$ cat src/eec_pkg.sv
package eec_pkg;

    // ------------------------------------------------------------
    // Register map, byte offsets
    // ------------------------------------------------------------
    localparam logic [7:0] EEC_OFF_CONFIG = 8'h00;
    localparam logic [7:0] EEC_OFF_PRESET = 8'h04;
    localparam logic [7:0] EEC_OFF_COMMAND = 8'h08;
    localparam logic [7:0] EEC_OFF_COUNT = 8'h0C;
    localparam logic [7:0] EEC_OFF_STATUS = 8'h10;

    // ------------------------------------------------------------
    // Field positions
    // ------------------------------------------------------------
    localparam int EEC_CFG_EDGE_LSB = 0;
    localparam int EEC_CFG_STEP_LSB = 2;
    localparam int EEC_CFG_SENSE_BIT = 4;
    localparam int EEC_CFG_TALLY_BIT = 5;
    localparam int EEC_CFG_PERSIST_BIT = 6;
    localparam int EEC_CFG_EXPERT_BIT = 7;
    localparam int EEC_CFG_MEASURE_BIT = 8;
    localparam int EEC_CFG_SUBDIV_LSB = 16;
    localparam int EEC_CMD_LOAD_BIT = 0;
    localparam int EEC_STS_RUN_BIT = 0;
    localparam int EEC_STS_REF_BIT = 1;
    localparam int EEC_STS_SQUARE_BIT = 2;
    localparam int EEC_STS_INTERP_BIT = 3;
    localparam int EEC_STS_EDGE_LSB = 4;

    // ------------------------------------------------------------
    // Values
    // ------------------------------------------------------------
    localparam logic [10:0] EEC_SUBDIV_MAX = 11'h400;
    localparam logic [10:0] EEC_SUBDIV_ONE = 11'h001;
    localparam logic [2:0] EEC_STEP_ONE_VAL = 3'h1;
    localparam logic [2:0] EEC_STEP_TWO_VAL = 3'h2;
    localparam logic [2:0] EEC_STEP_FIVE_VAL = 3'h5;
    localparam logic [31:0] EEC_COUNT_RESET = 32'h0000_0000;
    localparam logic [31:0] EEC_WORD_ZERO = 32'h0000_0000;

    // ------------------------------------------------------------
    // Types
    // ------------------------------------------------------------
    typedef enum logic [1:0] {EEC_EDGE_X1, EEC_EDGE_X2, EEC_EDGE_X4, EEC_EDGE_OFF} eec_edge_t;
    typedef enum logic [1:0] {EEC_STEP_1, EEC_STEP_2, EEC_STEP_5, EEC_STEP_RSVD} eec_step_t;
    typedef enum logic [0:0] {EEC_PH_RESTORE, EEC_PH_RUN} eec_phase_t;

    typedef struct packed {
        logic [10:0] subdivision_select;
        logic line_count_measure;
        logic expert;
        logic setup_persist_select;
        logic tally_start_select;
        logic count_sense_select;
        eec_step_t last_digit_step_select;
        eec_edge_t edge_multiplier_select;
    } eec_cfg_t;

    typedef struct packed {
        logic up;
        logic a_rise;
        logic a_edge;
        logic any_edge;
    } eec_qev_t;

    localparam eec_cfg_t EEC_CFG_RESET = '{
        subdivision_select: 11'h000,
        line_count_measure: 1'b0,
        expert: 1'b0,
        setup_persist_select: 1'b0,
        tally_start_select: 1'b0,
        count_sense_select: 1'b0,
        last_digit_step_select: EEC_STEP_1,
        edge_multiplier_select: EEC_EDGE_X1
    };

endpackage : eec_pkg

$ cat src/eec_quad.sv
`timescale 1ns/1ns
module eec_quad (
    // Clock and reset
    input wire logic clk,
    input wire logic rst,
    // Synchronised tracks
    input wire logic a,
    input wire logic b,
    // Events
    output eec_pkg::eec_qev_t qev
);

    typedef struct packed {
        logic primed;
        logic a_prev;
        logic b_prev;
    } eec_quad_state_t;

    eec_quad_state_t st;
    eec_quad_state_t next_st;
    logic a_chg;
    logic b_chg;

    // ------------------------------------------------------------
    // Phase decoding
    // ------------------------------------------------------------
    always_comb begin
        next_st.primed = 1'b1;
        next_st.a_prev = a;
        next_st.b_prev = b;
        // First sample after reset only primes the history
        a_chg = st.primed & (a ^ st.a_prev);
        b_chg = st.primed & (b ^ st.b_prev);
        // Both tracks moving at once carries no direction, so it is dropped
        qev.any_edge = a_chg ^ b_chg;
        qev.a_edge = a_chg & ~b_chg;
        qev.a_rise = qev.a_edge & a;
        // A leading B counts up
        qev.up = qev.a_edge ? (a != b) : (b == a);
    end

    always_ff @(posedge clk) begin
        if (rst) begin
            st <= '0;
        end else begin
            st <= next_st;
        end
    end
endmodule : eec_quad

$ cat src/eec_sync.sv
`timescale 1ns/1ns
module eec_sync #(
    parameter int W = 3
) (
    // Clock and reset
    input wire logic clk,
    input wire logic rst,
    // Levels
    input wire logic [W-1:0] din,
    output logic [W-1:0] dout
);

    typedef struct packed {
        logic [W-1:0] meta;
        logic [W-1:0] stable;
    } eec_sync_state_t;

    eec_sync_state_t st;
    eec_sync_state_t next_st;

    generate
        if (W < 1) begin : g_bad_width
            $error("eec_sync width must be positive");
        end
    endgenerate

    // ------------------------------------------------------------
    // Two stages; the first is read by the second only
    // ------------------------------------------------------------
    always_comb begin
        next_st.meta = din;
        next_st.stable = st.meta;
    end

    // No reset: the stages keep sampling, so levels are live at release
    always_ff @(posedge clk) begin
        st <= next_st;
    end

    assign dout = st.stable;
endmodule : eec_sync

$ cat src/eec_top.sv
// Our own choices: the address map and the Wishbone slave port.
`timescale 1ns/1ns
module eec_top #(
    parameter int CNT_W = 32
) (
    // Clock and reset
    input wire logic MCLK,
    input wire logic RST,
    // Wishbone slave
    input wire logic WB_CYC,
    input wire logic WB_STB,
    input wire logic WB_WE,
    input wire logic [7:0] WB_ADR,
    input wire logic [3:0] WB_SEL,
    input wire logic [31:0] WB_DAT_I,
    output logic [31:0] WB_DAT_O,
    output logic WB_ACK,
    // Encoder signals
    input wire logic ENC_A,
    input wire logic ENC_B,
    input wire logic ENC_REF,
    input wire logic SQUARE_WAVE,
    // Settings store
    input wire logic NV_VALID,
    input wire logic [31:0] NV_DATA_IN,
    output logic NV_STORE,
    output logic [31:0] NV_DATA,
    // Position
    output logic [CNT_W-1:0] COUNT
);

    localparam int DELTA_W = 14;

    typedef struct packed {
        eec_pkg::eec_phase_t phase;
        eec_pkg::eec_cfg_t cfg;
        logic [CNT_W-1:0] preset;
        logic [CNT_W-1:0] count;
        logic running;
        logic ref_seen;
        logic ref_prev;
        logic ack;
        logic [31:0] dat_o;
        logic nv_store;
        logic [31:0] nv_data;
    } eec_top_state_t;

    eec_top_state_t st;
    eec_top_state_t next_st;
    logic [2:0] sync_lv;
    eec_pkg::eec_qev_t qev;
    eec_pkg::eec_edge_t eff_edge;
    logic ref_rise;
    logic interp_on;
    logic count_ev;
    logic load;
    logic req;
    logic acc;
    logic wr_cfg;
    logic [10:0] factor;
    logic [2:0] step_val;
    logic [DELTA_W-1:0] delta14;
    logic [CNT_W-1:0] delta;
    logic [31:0] rd_word;
    logic [31:0] status_word;
    logic [31:0] new_cfg_word;

    generate
        if (CNT_W < 16 || CNT_W > 32) begin : g_bad_cnt
            $error("eec_top CNT_W must lie in 16..32");
        end
    endgenerate

    // ------------------------------------------------------------
    // Helpers
    // ------------------------------------------------------------
    function automatic logic [31:0] merge_lanes(input logic [31:0] old_w,
            input logic [31:0] new_w, input logic [3:0] sel);
        logic [31:0] r;
        r = old_w;
        for (int i = 0; i < 4; i++) begin
            if (sel[i]) begin
                r[8*i +: 8] = new_w[8*i +: 8];
            end
        end
        return r;
    endfunction : merge_lanes

    function automatic logic [31:0] ext32(input logic [CNT_W-1:0] v);
        logic [31:0] r;
        r = eec_pkg::EEC_WORD_ZERO;
        r[CNT_W-1:0] = v;
        return r;
    endfunction : ext32

    function automatic logic [31:0] pack_cfg(input eec_pkg::eec_cfg_t c);
        logic [31:0] w;
        w = eec_pkg::EEC_WORD_ZERO;
        w[eec_pkg::EEC_CFG_EDGE_LSB +: 2] = c.edge_multiplier_select;
        w[eec_pkg::EEC_CFG_STEP_LSB +: 2] = c.last_digit_step_select;
        w[eec_pkg::EEC_CFG_SENSE_BIT] = c.count_sense_select;
        w[eec_pkg::EEC_CFG_TALLY_BIT] = c.tally_start_select;
        w[eec_pkg::EEC_CFG_PERSIST_BIT] = c.setup_persist_select;
        w[eec_pkg::EEC_CFG_EXPERT_BIT] = c.expert;
        w[eec_pkg::EEC_CFG_MEASURE_BIT] = c.line_count_measure;
        w[eec_pkg::EEC_CFG_SUBDIV_LSB +: 11] = c.subdivision_select;
        return w;
    endfunction : pack_cfg

    // Out-of-range fields are folded to legal settings on every load path
    function automatic eec_pkg::eec_cfg_t unpack_cfg(input logic [31:0] w);
        eec_pkg::eec_cfg_t c;
        c.edge_multiplier_select = eec_pkg::eec_edge_t'(w[eec_pkg::EEC_CFG_EDGE_LSB +: 2]);
        c.last_digit_step_select = eec_pkg::eec_step_t'(w[eec_pkg::EEC_CFG_STEP_LSB +: 2]);
        c.count_sense_select = w[eec_pkg::EEC_CFG_SENSE_BIT];
        c.tally_start_select = w[eec_pkg::EEC_CFG_TALLY_BIT];
        c.setup_persist_select = w[eec_pkg::EEC_CFG_PERSIST_BIT];
        c.expert = w[eec_pkg::EEC_CFG_EXPERT_BIT];
        c.line_count_measure = w[eec_pkg::EEC_CFG_MEASURE_BIT];
        c.subdivision_select = w[eec_pkg::EEC_CFG_SUBDIV_LSB +: 11];
        if (c.subdivision_select > eec_pkg::EEC_SUBDIV_MAX) begin
            c.subdivision_select = eec_pkg::EEC_SUBDIV_MAX;
        end
        if (c.last_digit_step_select == eec_pkg::EEC_STEP_RSVD) begin
            c.last_digit_step_select = eec_pkg::EEC_STEP_1;
        end
        if (c.subdivision_select != 11'h000) begin
            c.edge_multiplier_select = eec_pkg::EEC_EDGE_OFF;
        end else if (c.edge_multiplier_select == eec_pkg::EEC_EDGE_OFF) begin
            c.edge_multiplier_select = eec_pkg::EEC_EDGE_X1;
        end
        return c;
    endfunction : unpack_cfg

    // ------------------------------------------------------------
    // Input conditioning
    // ------------------------------------------------------------
    eec_sync #(
        .W(3)
    ) u_sync (
        .clk(MCLK),
        .rst(RST),
        .din({ENC_REF, ENC_B, ENC_A}),
        .dout(sync_lv)
    );

    eec_quad u_quad (
        .clk(MCLK),
        .rst(RST),
        .a(sync_lv[0]),
        .b(sync_lv[1]),
        .qev(qev)
    );

    // ------------------------------------------------------------
    // Count path
    // ------------------------------------------------------------
    always_comb begin
        ref_rise = sync_lv[2] & ~st.ref_prev;
        interp_on = ~SQUARE_WAVE & (st.cfg.subdivision_select != 11'h000);
        if (st.cfg.line_count_measure) begin
            eff_edge = eec_pkg::EEC_EDGE_X1;
        end else if (!SQUARE_WAVE || st.cfg.edge_multiplier_select == eec_pkg::EEC_EDGE_OFF) begin
            eff_edge = eec_pkg::EEC_EDGE_X1;
        end else begin
            eff_edge = st.cfg.edge_multiplier_select;
        end
        case (eff_edge)
            eec_pkg::EEC_EDGE_X4: count_ev = qev.any_edge;
            eec_pkg::EEC_EDGE_X2: count_ev = qev.a_edge;
            default: count_ev = qev.a_rise;
        endcase
        // Analog tracks are squared upstream; a period adds the whole factor
        factor = interp_on ? st.cfg.subdivision_select : eec_pkg::EEC_SUBDIV_ONE;
        step_val = eec_pkg::EEC_STEP_ONE_VAL;
        if (SQUARE_WAVE) begin
            case (st.cfg.last_digit_step_select)
                eec_pkg::EEC_STEP_2: step_val = eec_pkg::EEC_STEP_TWO_VAL;
                eec_pkg::EEC_STEP_5: step_val = eec_pkg::EEC_STEP_FIVE_VAL;
                default: step_val = eec_pkg::EEC_STEP_ONE_VAL;
            endcase
        end
        delta14 = {3'h0, factor} * {11'h000, step_val};
        delta = {{(CNT_W - DELTA_W){1'b0}}, delta14};
    end

    // ------------------------------------------------------------
    // Bus decode and next state
    // ------------------------------------------------------------
    always_comb begin
        req = WB_CYC & WB_STB;
        acc = req & st.ack;
        wr_cfg = acc & WB_WE & (WB_ADR == eec_pkg::EEC_OFF_CONFIG);
        load = acc & WB_WE & (WB_ADR == eec_pkg::EEC_OFF_COMMAND) & WB_SEL[0]
            & WB_DAT_I[eec_pkg::EEC_CMD_LOAD_BIT];
        new_cfg_word = merge_lanes(pack_cfg(st.cfg), WB_DAT_I, WB_SEL);
        status_word = eec_pkg::EEC_WORD_ZERO;
        status_word[eec_pkg::EEC_STS_RUN_BIT] = st.running;
        status_word[eec_pkg::EEC_STS_REF_BIT] = st.ref_seen;
        status_word[eec_pkg::EEC_STS_SQUARE_BIT] = SQUARE_WAVE;
        status_word[eec_pkg::EEC_STS_INTERP_BIT] = interp_on;
        status_word[eec_pkg::EEC_STS_EDGE_LSB +: 2] = eff_edge;
        if (WB_ADR == eec_pkg::EEC_OFF_CONFIG) begin
            rd_word = pack_cfg(st.cfg);
        end else if (WB_ADR == eec_pkg::EEC_OFF_PRESET) begin
            rd_word = ext32(st.preset);
        end else if (WB_ADR == eec_pkg::EEC_OFF_COUNT) begin
            rd_word = ext32(st.count);
        end else if (WB_ADR == eec_pkg::EEC_OFF_STATUS) begin
            rd_word = status_word;
        end else begin
            rd_word = eec_pkg::EEC_WORD_ZERO;
        end

        next_st = st;
        next_st.phase = eec_pkg::EEC_PH_RUN;
        next_st.ref_prev = sync_lv[2];
        next_st.ack = req & ~st.ack & (st.phase == eec_pkg::EEC_PH_RUN);
        next_st.nv_store = wr_cfg;
        if (req && !st.ack) begin
            next_st.dat_o = rd_word;
        end

        case (st.phase)
            eec_pkg::EEC_PH_RESTORE: begin
                if (NV_VALID) begin
                    next_st.cfg = unpack_cfg(NV_DATA_IN);
                    // Without persistence, advanced setup starts cleared
                    next_st.cfg.expert = NV_DATA_IN[eec_pkg::EEC_CFG_EXPERT_BIT]
                        & NV_DATA_IN[eec_pkg::EEC_CFG_PERSIST_BIT];
                end
            end
            default: begin
                if (wr_cfg) begin
                    next_st.cfg = unpack_cfg(new_cfg_word);
                    next_st.nv_data = pack_cfg(unpack_cfg(new_cfg_word));
                end
            end
        endcase

        if (acc && WB_WE && WB_ADR == eec_pkg::EEC_OFF_PRESET) begin
            next_st.preset = CNT_W'(merge_lanes(ext32(st.preset), WB_DAT_I, WB_SEL));
        end

        // Reference flag: a new pulse wins over a clear in the same cycle
        next_st.ref_seen = st.ref_seen;
        if (acc && WB_WE && WB_ADR == eec_pkg::EEC_OFF_STATUS && WB_SEL[0]
                && WB_DAT_I[eec_pkg::EEC_STS_REF_BIT]) begin
            next_st.ref_seen = 1'b0;
        end
        if (ref_rise) begin
            next_st.ref_seen = 1'b1;
        end

        if (load) begin
            next_st.count = st.preset;
            next_st.running = ~st.cfg.tally_start_select;
        end else begin
            if (st.running && count_ev) begin
                if (qev.up ^ st.cfg.count_sense_select) begin
                    next_st.count = st.count + delta;
                end else begin
                    next_st.count = st.count - delta;
                end
            end
            if (!st.running && (ref_rise || !st.cfg.tally_start_select)) begin
                next_st.running = 1'b1;
            end
        end
    end

    always_ff @(posedge MCLK) begin
        if (RST) begin
            st.phase <= eec_pkg::EEC_PH_RESTORE;
            st.cfg <= eec_pkg::EEC_CFG_RESET;
            st.preset <= eec_pkg::EEC_COUNT_RESET[CNT_W-1:0];
            st.count <= eec_pkg::EEC_COUNT_RESET[CNT_W-1:0];
            st.running <= 1'b1;
            st.ref_seen <= 1'b0;
            st.ref_prev <= sync_lv[2];
            st.ack <= 1'b0;
            st.dat_o <= eec_pkg::EEC_WORD_ZERO;
            st.nv_store <= 1'b0;
            st.nv_data <= eec_pkg::EEC_WORD_ZERO;
        end else begin
            st <= next_st;
        end
    end

    assign WB_ACK = st.ack;
    assign WB_DAT_O = st.dat_o;
    assign NV_STORE = st.nv_store;
    assign NV_DATA = st.nv_data;
    assign COUNT = st.count;
endmodule : eec_top

$ cat config.mk
export PLATFORM = sky130hd
export DESIGN_NAME = eec_top
export DESIGN_NICKNAME = d
export VERILOG_FILES = /design/src/eec_pkg.sv /design/src/eec_quad.sv /design/src/eec_sync.sv /design/src/eec_top.sv
export SDC_FILE = /design/constraint.sdc
export NUM_CORES = 1
export LEC_CHECK = 0
export ABC_AREA = 1
export BUFFER_PORTS_ARGS = -buffer_cell sky130_fd_sc_hd__buf_2
export CAP_MARGIN = 10
export CORE_MARGIN = 3
export CORE_UTILIZATION = 35
export CTS_CLUSTER_SIZE = 8
export DETAILED_ROUTE_END_ITERATION = 12
export SYNTH_ARGS = -nofsm -noshare
export SYNTH_HDL_FRONTEND = slang
export SYNTH_HIERARCHICAL = 1
export SYNTH_SLANG_ARGS = --single-unit
$ cat constraint.sdc
create_clock -name MCLK -period 13.65 [get_ports MCLK]
set_input_delay 2.0475 -clock MCLK [delete_from_list [all_inputs] [get_ports MCLK]]
set_output_delay 2.0475 -clock MCLK [all_outputs]
set_load 0.02 [all_outputs]
**After elaboration in Yosys (flattened, before gate mapping)**

Cells that the tools add are included.

- Output and inout port bits: 98
- Bits in registers: 151
- Logic and storage cells: 146
- Bits of input ports: 86

- Mux-type cells: 46
- Multipliers: 1
- Reduce and logical (&&, ||, !) cells: 28
- Order comparisons: 2
- Bitwise logic cells: 25
- Add/sub/neg operators: 2
- Equality and inequality tests: 16

Operators by type and width:

| operator | count |
|---|---|
| 32-bit 2-to-1 mux | 7 |
| 154-bit 2-to-1 mux | 1 |
| 11-bit 2-to-1 mux | 7 |
| 20-bit 2-to-1 mux | 3 |
| 27-bit 2-to-1 mux | 2 |
| 8-bit 2-to-1 mux | 6 |
| 33-bit 2-to-1 mux | 1 |
| 11-bit nonzero test | 3 |
| 32-bit by 14-bit adder with 32-bit output | 1 |
| 32-bit by 14-bit subtractor with 32-bit output | 1 |
| 11-bit greater-than comparator (second input constant) | 2 |
| 1-bit bitwise AND | 16 |
| 8-bit by 4-bit equality test with 1-bit output (second input constant) | 2 |
| 2-bit 2-to-1 mux | 8 |
| 2-bit equality test (second input constant) | 7 |
| 11-bit by 3-bit multiplier with 14-bit output | 1 |
| 2-bit AND reduction | 6 |
| 3-bit 2-to-1 mux | 3 |
| 8-bit by 3-bit equality test with 1-bit output (second input constant) | 1 |
| 8-bit by 5-bit equality test with 1-bit output (second input constant) | 1 |
| 1-bit logical AND | 8 |
| 8-bit logical NOT | 1 |
| 2-bit nonzero test | 4 |
| 6-bit 2-to-1 mux | 1 |
| other kinds (11) | 27 |

**Logic depth before layout (Yosys ltp)**

- Depth after elaboration: 11
- Depth in mapped cells: 40
- Depth with buffers taken out: 40

**Cells and area by module**

The synthesis kept the hierarchy.

Modules (own cells, without submodules):

| module | seq. area each (um^2) | area an instance (um^2) | cells each | instances |
|---|---|---|---|---|
| eec_top | 2842.7 | 10618.9 | 1621 | 1 |
| eec_quad | 60.1 | 160.2 | 25 | 1 |
| eec_sync | 120.1 | 120.1 | 6 | 1 |

**Worst setup path after synthesis**

No wires, ideal clock.

- Path kind: input to register
- Start point: input SQUARE_WAVE
- End point: register st, in the netlist COUNT[26]
- Arrival: 6427 ps
- Cell stages on the path: 38
- Setup time: 132 ps
- Buffers on the path: 0
- Setup slack: 7091 ps
- Data required time: 13518 ps
- Cells stage by stage: inv_1 nand2_1 inv_1 nand2_1 fa_1 inv_1 ha_1 inv_1 fa_1 inv_1 nand3_1 nand3_1 nand2_1 nor2_1 inv_1 nor2_1 inv_1 nor2_1 [2 not listed] xor2_1 inv_1 ha_1 nand2_1 nor2_1 inv_1 o31ai_1 nand2_1 nand2_1 nand2_1 nor2_1 nand2_1 nand3_1 nand2_1 nand2_1 nand2_1 nand3_1 a21oi_1

- Word-level cells in the longest chain between the ends: 8
- Elaborated cells on any way between the ends: 19
- Classes of those cells: add/sub (2); mul (1); eq/ne (2); mux (8); bitwise (2); reduce/logical (4)

Ends and longest elaborated chain:

| element | RTL line | source |
|---|---|---|
| from (decl) | eec_top.sv:22 | `input wire logic SQUARE_WAVE,` |
| 1-bit inverter or 1-bit logical NOT (tied branches) | eec_top.sv:160, eec_top.sv:163 |  |
| 1-bit bitwise AND or 1-bit logical OR (tied branches) | eec_top.sv:160, eec_top.sv:163 |  |
| 11-bit 2-to-1 mux or 2-bit 2-to-1 mux (tied branches) | eec_top.sv:174, eec_top.sv:163 |  |
| 11-bit by 3-bit multiplier with 14-bit output or 2-bit 2-to-1 mux (tied branches) | eec_top.sv:183, eec_top.sv:161 |  |
| 32-bit by 14-bit subtractor with 32-bit output (tied with other cells) | eec_top.sv:263 | `next_st.count = st.count - delta;` |
| 32-bit 2-to-1 mux or 1-bit one-hot mux with 2 select lines (tied branches) | eec_top.sv:260, eec_top.sv:168 |  |
| 32-bit 2-to-1 mux or 1-bit logical AND (tied branches) | eec_top.sv:259 | `if (st.running && count_ev) begin` |
| 33-bit 2-to-1 mux or 2-bit nonzero test (tied branches) | n/a |  |
| to (signal assigned) | eec_top.sv:286 | `st <= next_st;` |
| to (decl) | eec_top.sv:48 | `eec_top_state_t st;` |

Parallel ways exist; a longest one is shown, timed or not. The select of a mux whose other input is x is not followed.
A chain may end at the register's enable or synchronous reset.

**Final worst setup path**

Same ends and word-level chain as after synthesis.

==> impl_metrics.csv <==
group,metric,value,unit
critical_path,crit_path_end,"COUNT[26]",
timing,setup_violations,0,
critical_path,crit_slowest_cell,"o31ai_1",
route,via_count,10641,
grt,grt_pass1_wl,56500,um
timing,rsz0062_at_grt,"no",
final_layout,drive_above_1_share,14.2,%
final_layout,register_area,3020,um^2
flow_run,maxCapViolCount,0,
final_layout,n_antenna_cell,0,
synthesis,yosysWarnings,6,
synthesis,synth-main-ff-cell,"dfxtp_1",
final_layout,fin_util,39.7,%
cts,cts-hold-fix-buffers,0,
grt,grt_overflow_total,0,
critical_path,crit_family,"simple AND/OR/NAND/NOR gates",
cts,cts.root.buffer_cell,"clkbuf_16",
grt,antenna_found_initial,4,
critical_path,criticalPathCategory,"primary input to flip-flop",
cts,path_clk_slew,0.06,ns
synthesis,syn_area_per_cell,6.60,um^2
route,wl_per_cell,17.3,um
final_layout,fillCellCount,3297,
floorplanning,die_y,182,um
timing,drv_slew,0,
final_layout,nets,1857,
route,dr.pass1.iters,5,
critical_path,crit_arrival,7.66,ns
timing,fin_crit_sh,54.0,%
place,io_buffers,159,
route,met2_length,16400,um
power_and_ir_drop,power.density,125,nW/um^2
floorplanning,coreArea,30200,um^2
synthesis,synth_edf_count,0,
timing,worst_pin_slew,1.16,ns
critical_path,startpoint_type,"primary input",
cts,cts.sinks,151,
cts,cts_resized,0,
critical_path,cp_max_fo,8,
place,place_congestion,0.935,
timing,fmax,136,MHz
synthesis,synthCells,1652,
route,antenna_left,0,
route,drt_iter0_drc,846,
floorplanning,die_x,182,um
route,highest_layer,"met5",
power_and_ir_drop,vdd_drop_max,0.0000828,V
critical_path,reg2reg_depth,39,
status,status,"finished clean",
timing,period_needed,7.37,ns
power_and_ir_drop,p_leak,5.88,nW
synthesis,syn-cell-area,10900,um^2
critical_path,cpPeakStageDelay,0.50,ns
synthesis,async_flop_share,0,%
place,dp_hpwl,29100,um
synthesis,yosys_register_bits,151,
synthesis,yosysSeqAreaShare,27.7,%
timing,finalClockSkew,0.0136,ns
final_layout,final_common_cell,"nand2_1",
route,vias_per_cell,5.03,
critical_path,crit_path_end_kind,"flip-flop",
floorplanning,dieArea,33300,um^2
synthesis,synth_cell_types,54,
final_layout,final_cell_mix,"nand2_1 (345), inv_1 (285), buf_2 (159)",
critical_path,rrSetupSlack,7.45,ns
cts,htreeDepth,4,
grt,grt.total_usage,21.6,%
critical_path,worstPathRequired,13.93,ns
route,route.detailed.drc,0,
final_layout,multi_input_area,5940,um^2
critical_path,cp.depth,39,
critical_path,r2r-start,"st[147]",
route,wl_met1,16700,um
timing,finalHoldViolCount,0,
critical_path,critPathMostFrequentCell,"nand2_1",
route,routed_wl,36600,um
cts,clockBufferDepth,2,
grt,grt_max_degree,66,
final_layout,synthToLayoutAreaGrowth,10.1,%
timing,max_slew_margin,22.4,%
cts,cts_tree,"built",
cts,cts_setup_buffers,0,
grt,grt_pass1_vias,10045,
route,wl_met3,2060,um
floorplanning,start_util,36.1,%
critical_path,cp-startpoint,"SQUARE_WAVE",
min_path,hp-class,"flip-flop to flip-flop",
cts,cts_buffers,17,
critical_path,path_buf_inv,10,
critical_path,r2r_end,"COUNT[26]",
floorplanning,pin_count,184,
cts,clk_latency,0.44,ns
timing,setup_tns,0,ns
floorplanning,num_rows,63,
final cells by class:
class | instances | area share (%)
Clock buffer | 19 | 3.78
Tap cell | 390 | 4.07
Timing Repair Buffer | 166 | 7.07
Sequential cell | 151 | 25.2
Multi-Input combinational cell | 1084 | 49.5
Clock inverter | 13 | 1.21
Inverter | 294 | 9.20
cells by family (layout without fill, tap and decap cells):
kind of cell | Yosys count | in the layout | synth area share [%]
buffers and inverters | 447 | 492 | 18.9
AND/OR/NAND/NOR | 607 | 607 | 24.5
other | 2 | 32 | 0.0689
multiplexers | 5 | 5 | 0.459
AO/OA/AOI/OAI | 353 | 353 | 18.7
adder cells (fa/ha/maj) | 57 | 57 | 7.30
flip-flops | 151 | 151 | 27.7
XOR/XNOR | 30 | 30 | 2.41
metal layers:
layer  vias to the layer above  global-route usage [%]
li1                       5368                       -
met4                         8                    8.44
met5                         -                       0
met3                        74                    3.83
met2                       362                    34.1
met1                      4829                    29.3
synthesized netlist by cell type (8+ instances only):
library cell	count	area (um^2)
o21ai_0	94	470
clkbuf_1	49	184
dfxtp_1	151	3020
nor3_1	17	85.1
o221ai_1	10	87.6
nand2_1	345	1290
nand2_2	8	50.1
ha_1	46	576
o22ai_1	39	244
nor2_1	109	409
nand4_1	20	125
nand3_1	72	360
inv_1	286	1070
buf_4	96	721
xor2_1	21	184
a31oi_1	27	169
xnor2_1	9	78.8
o2111ai_1	8	70.1
a21oi_1	135	676
fa_1	11	220
flip-flops by register name, indices dropped and copies added (netlist names):
name,count
NV_DATA,20
COUNT,32
WB_DAT_O,32
u_sync/dout,3
WB_ACK,1
u_quad/st,3
st,56
u_sync/next_st,3
NV_STORE,1
worst min path at each step:
| stage | startpoint | to | slack (ns) | depth (start not counted) |
|---|---|---|---|---|
| floorplan | u_sync/next_st[0] | u_sync/dout[0] | 0.31 | 0 |
| global placement | u_sync/next_st[1] | u_sync/dout[1] | 0.31 | 0 |
| detailed placement | u_sync/next_st[2] | u_sync/dout[2] | 0.31 | 0 |
| CTS | u_sync/next_st[2] | u_sync/dout[2] | 0.33 | 0 |
| global route | u_sync/next_st[2] | u_sync/dout[2] | 0.34 | 0 |
| finish | u_sync/next_st[2] | u_sync/dout[2] | 0.33 | 0 |
power by group:
part	leakage (nW)	switching (mW)	internal [mW]	total, mW
Clock	0.292	0.204	0.281	0.485
Sequential	1.23	0.0312	0.463	0.494
Combinational	4.36	0.351	0.175	0.526
Total	5.88	0.586	0.919	1.50
metrics by stage:
stage	worst slack (ns)	total power, mW	hold slack (ns)	instance area (um^2)	instances
global placement	5.85	1.02	0.313	11400	2085
global route	5.51	1.60	0.344	12000	2117
finish	6.28	1.50	0.328	12000	2117
CTS	6.26	1.50	0.329	12000	2117
floorplan	7.09	0.901	0.310	11000	1682
detailed placement	5.81	1.02	0.315	11400	2085
No activity file was read; power rests on OpenSTA's default activity.
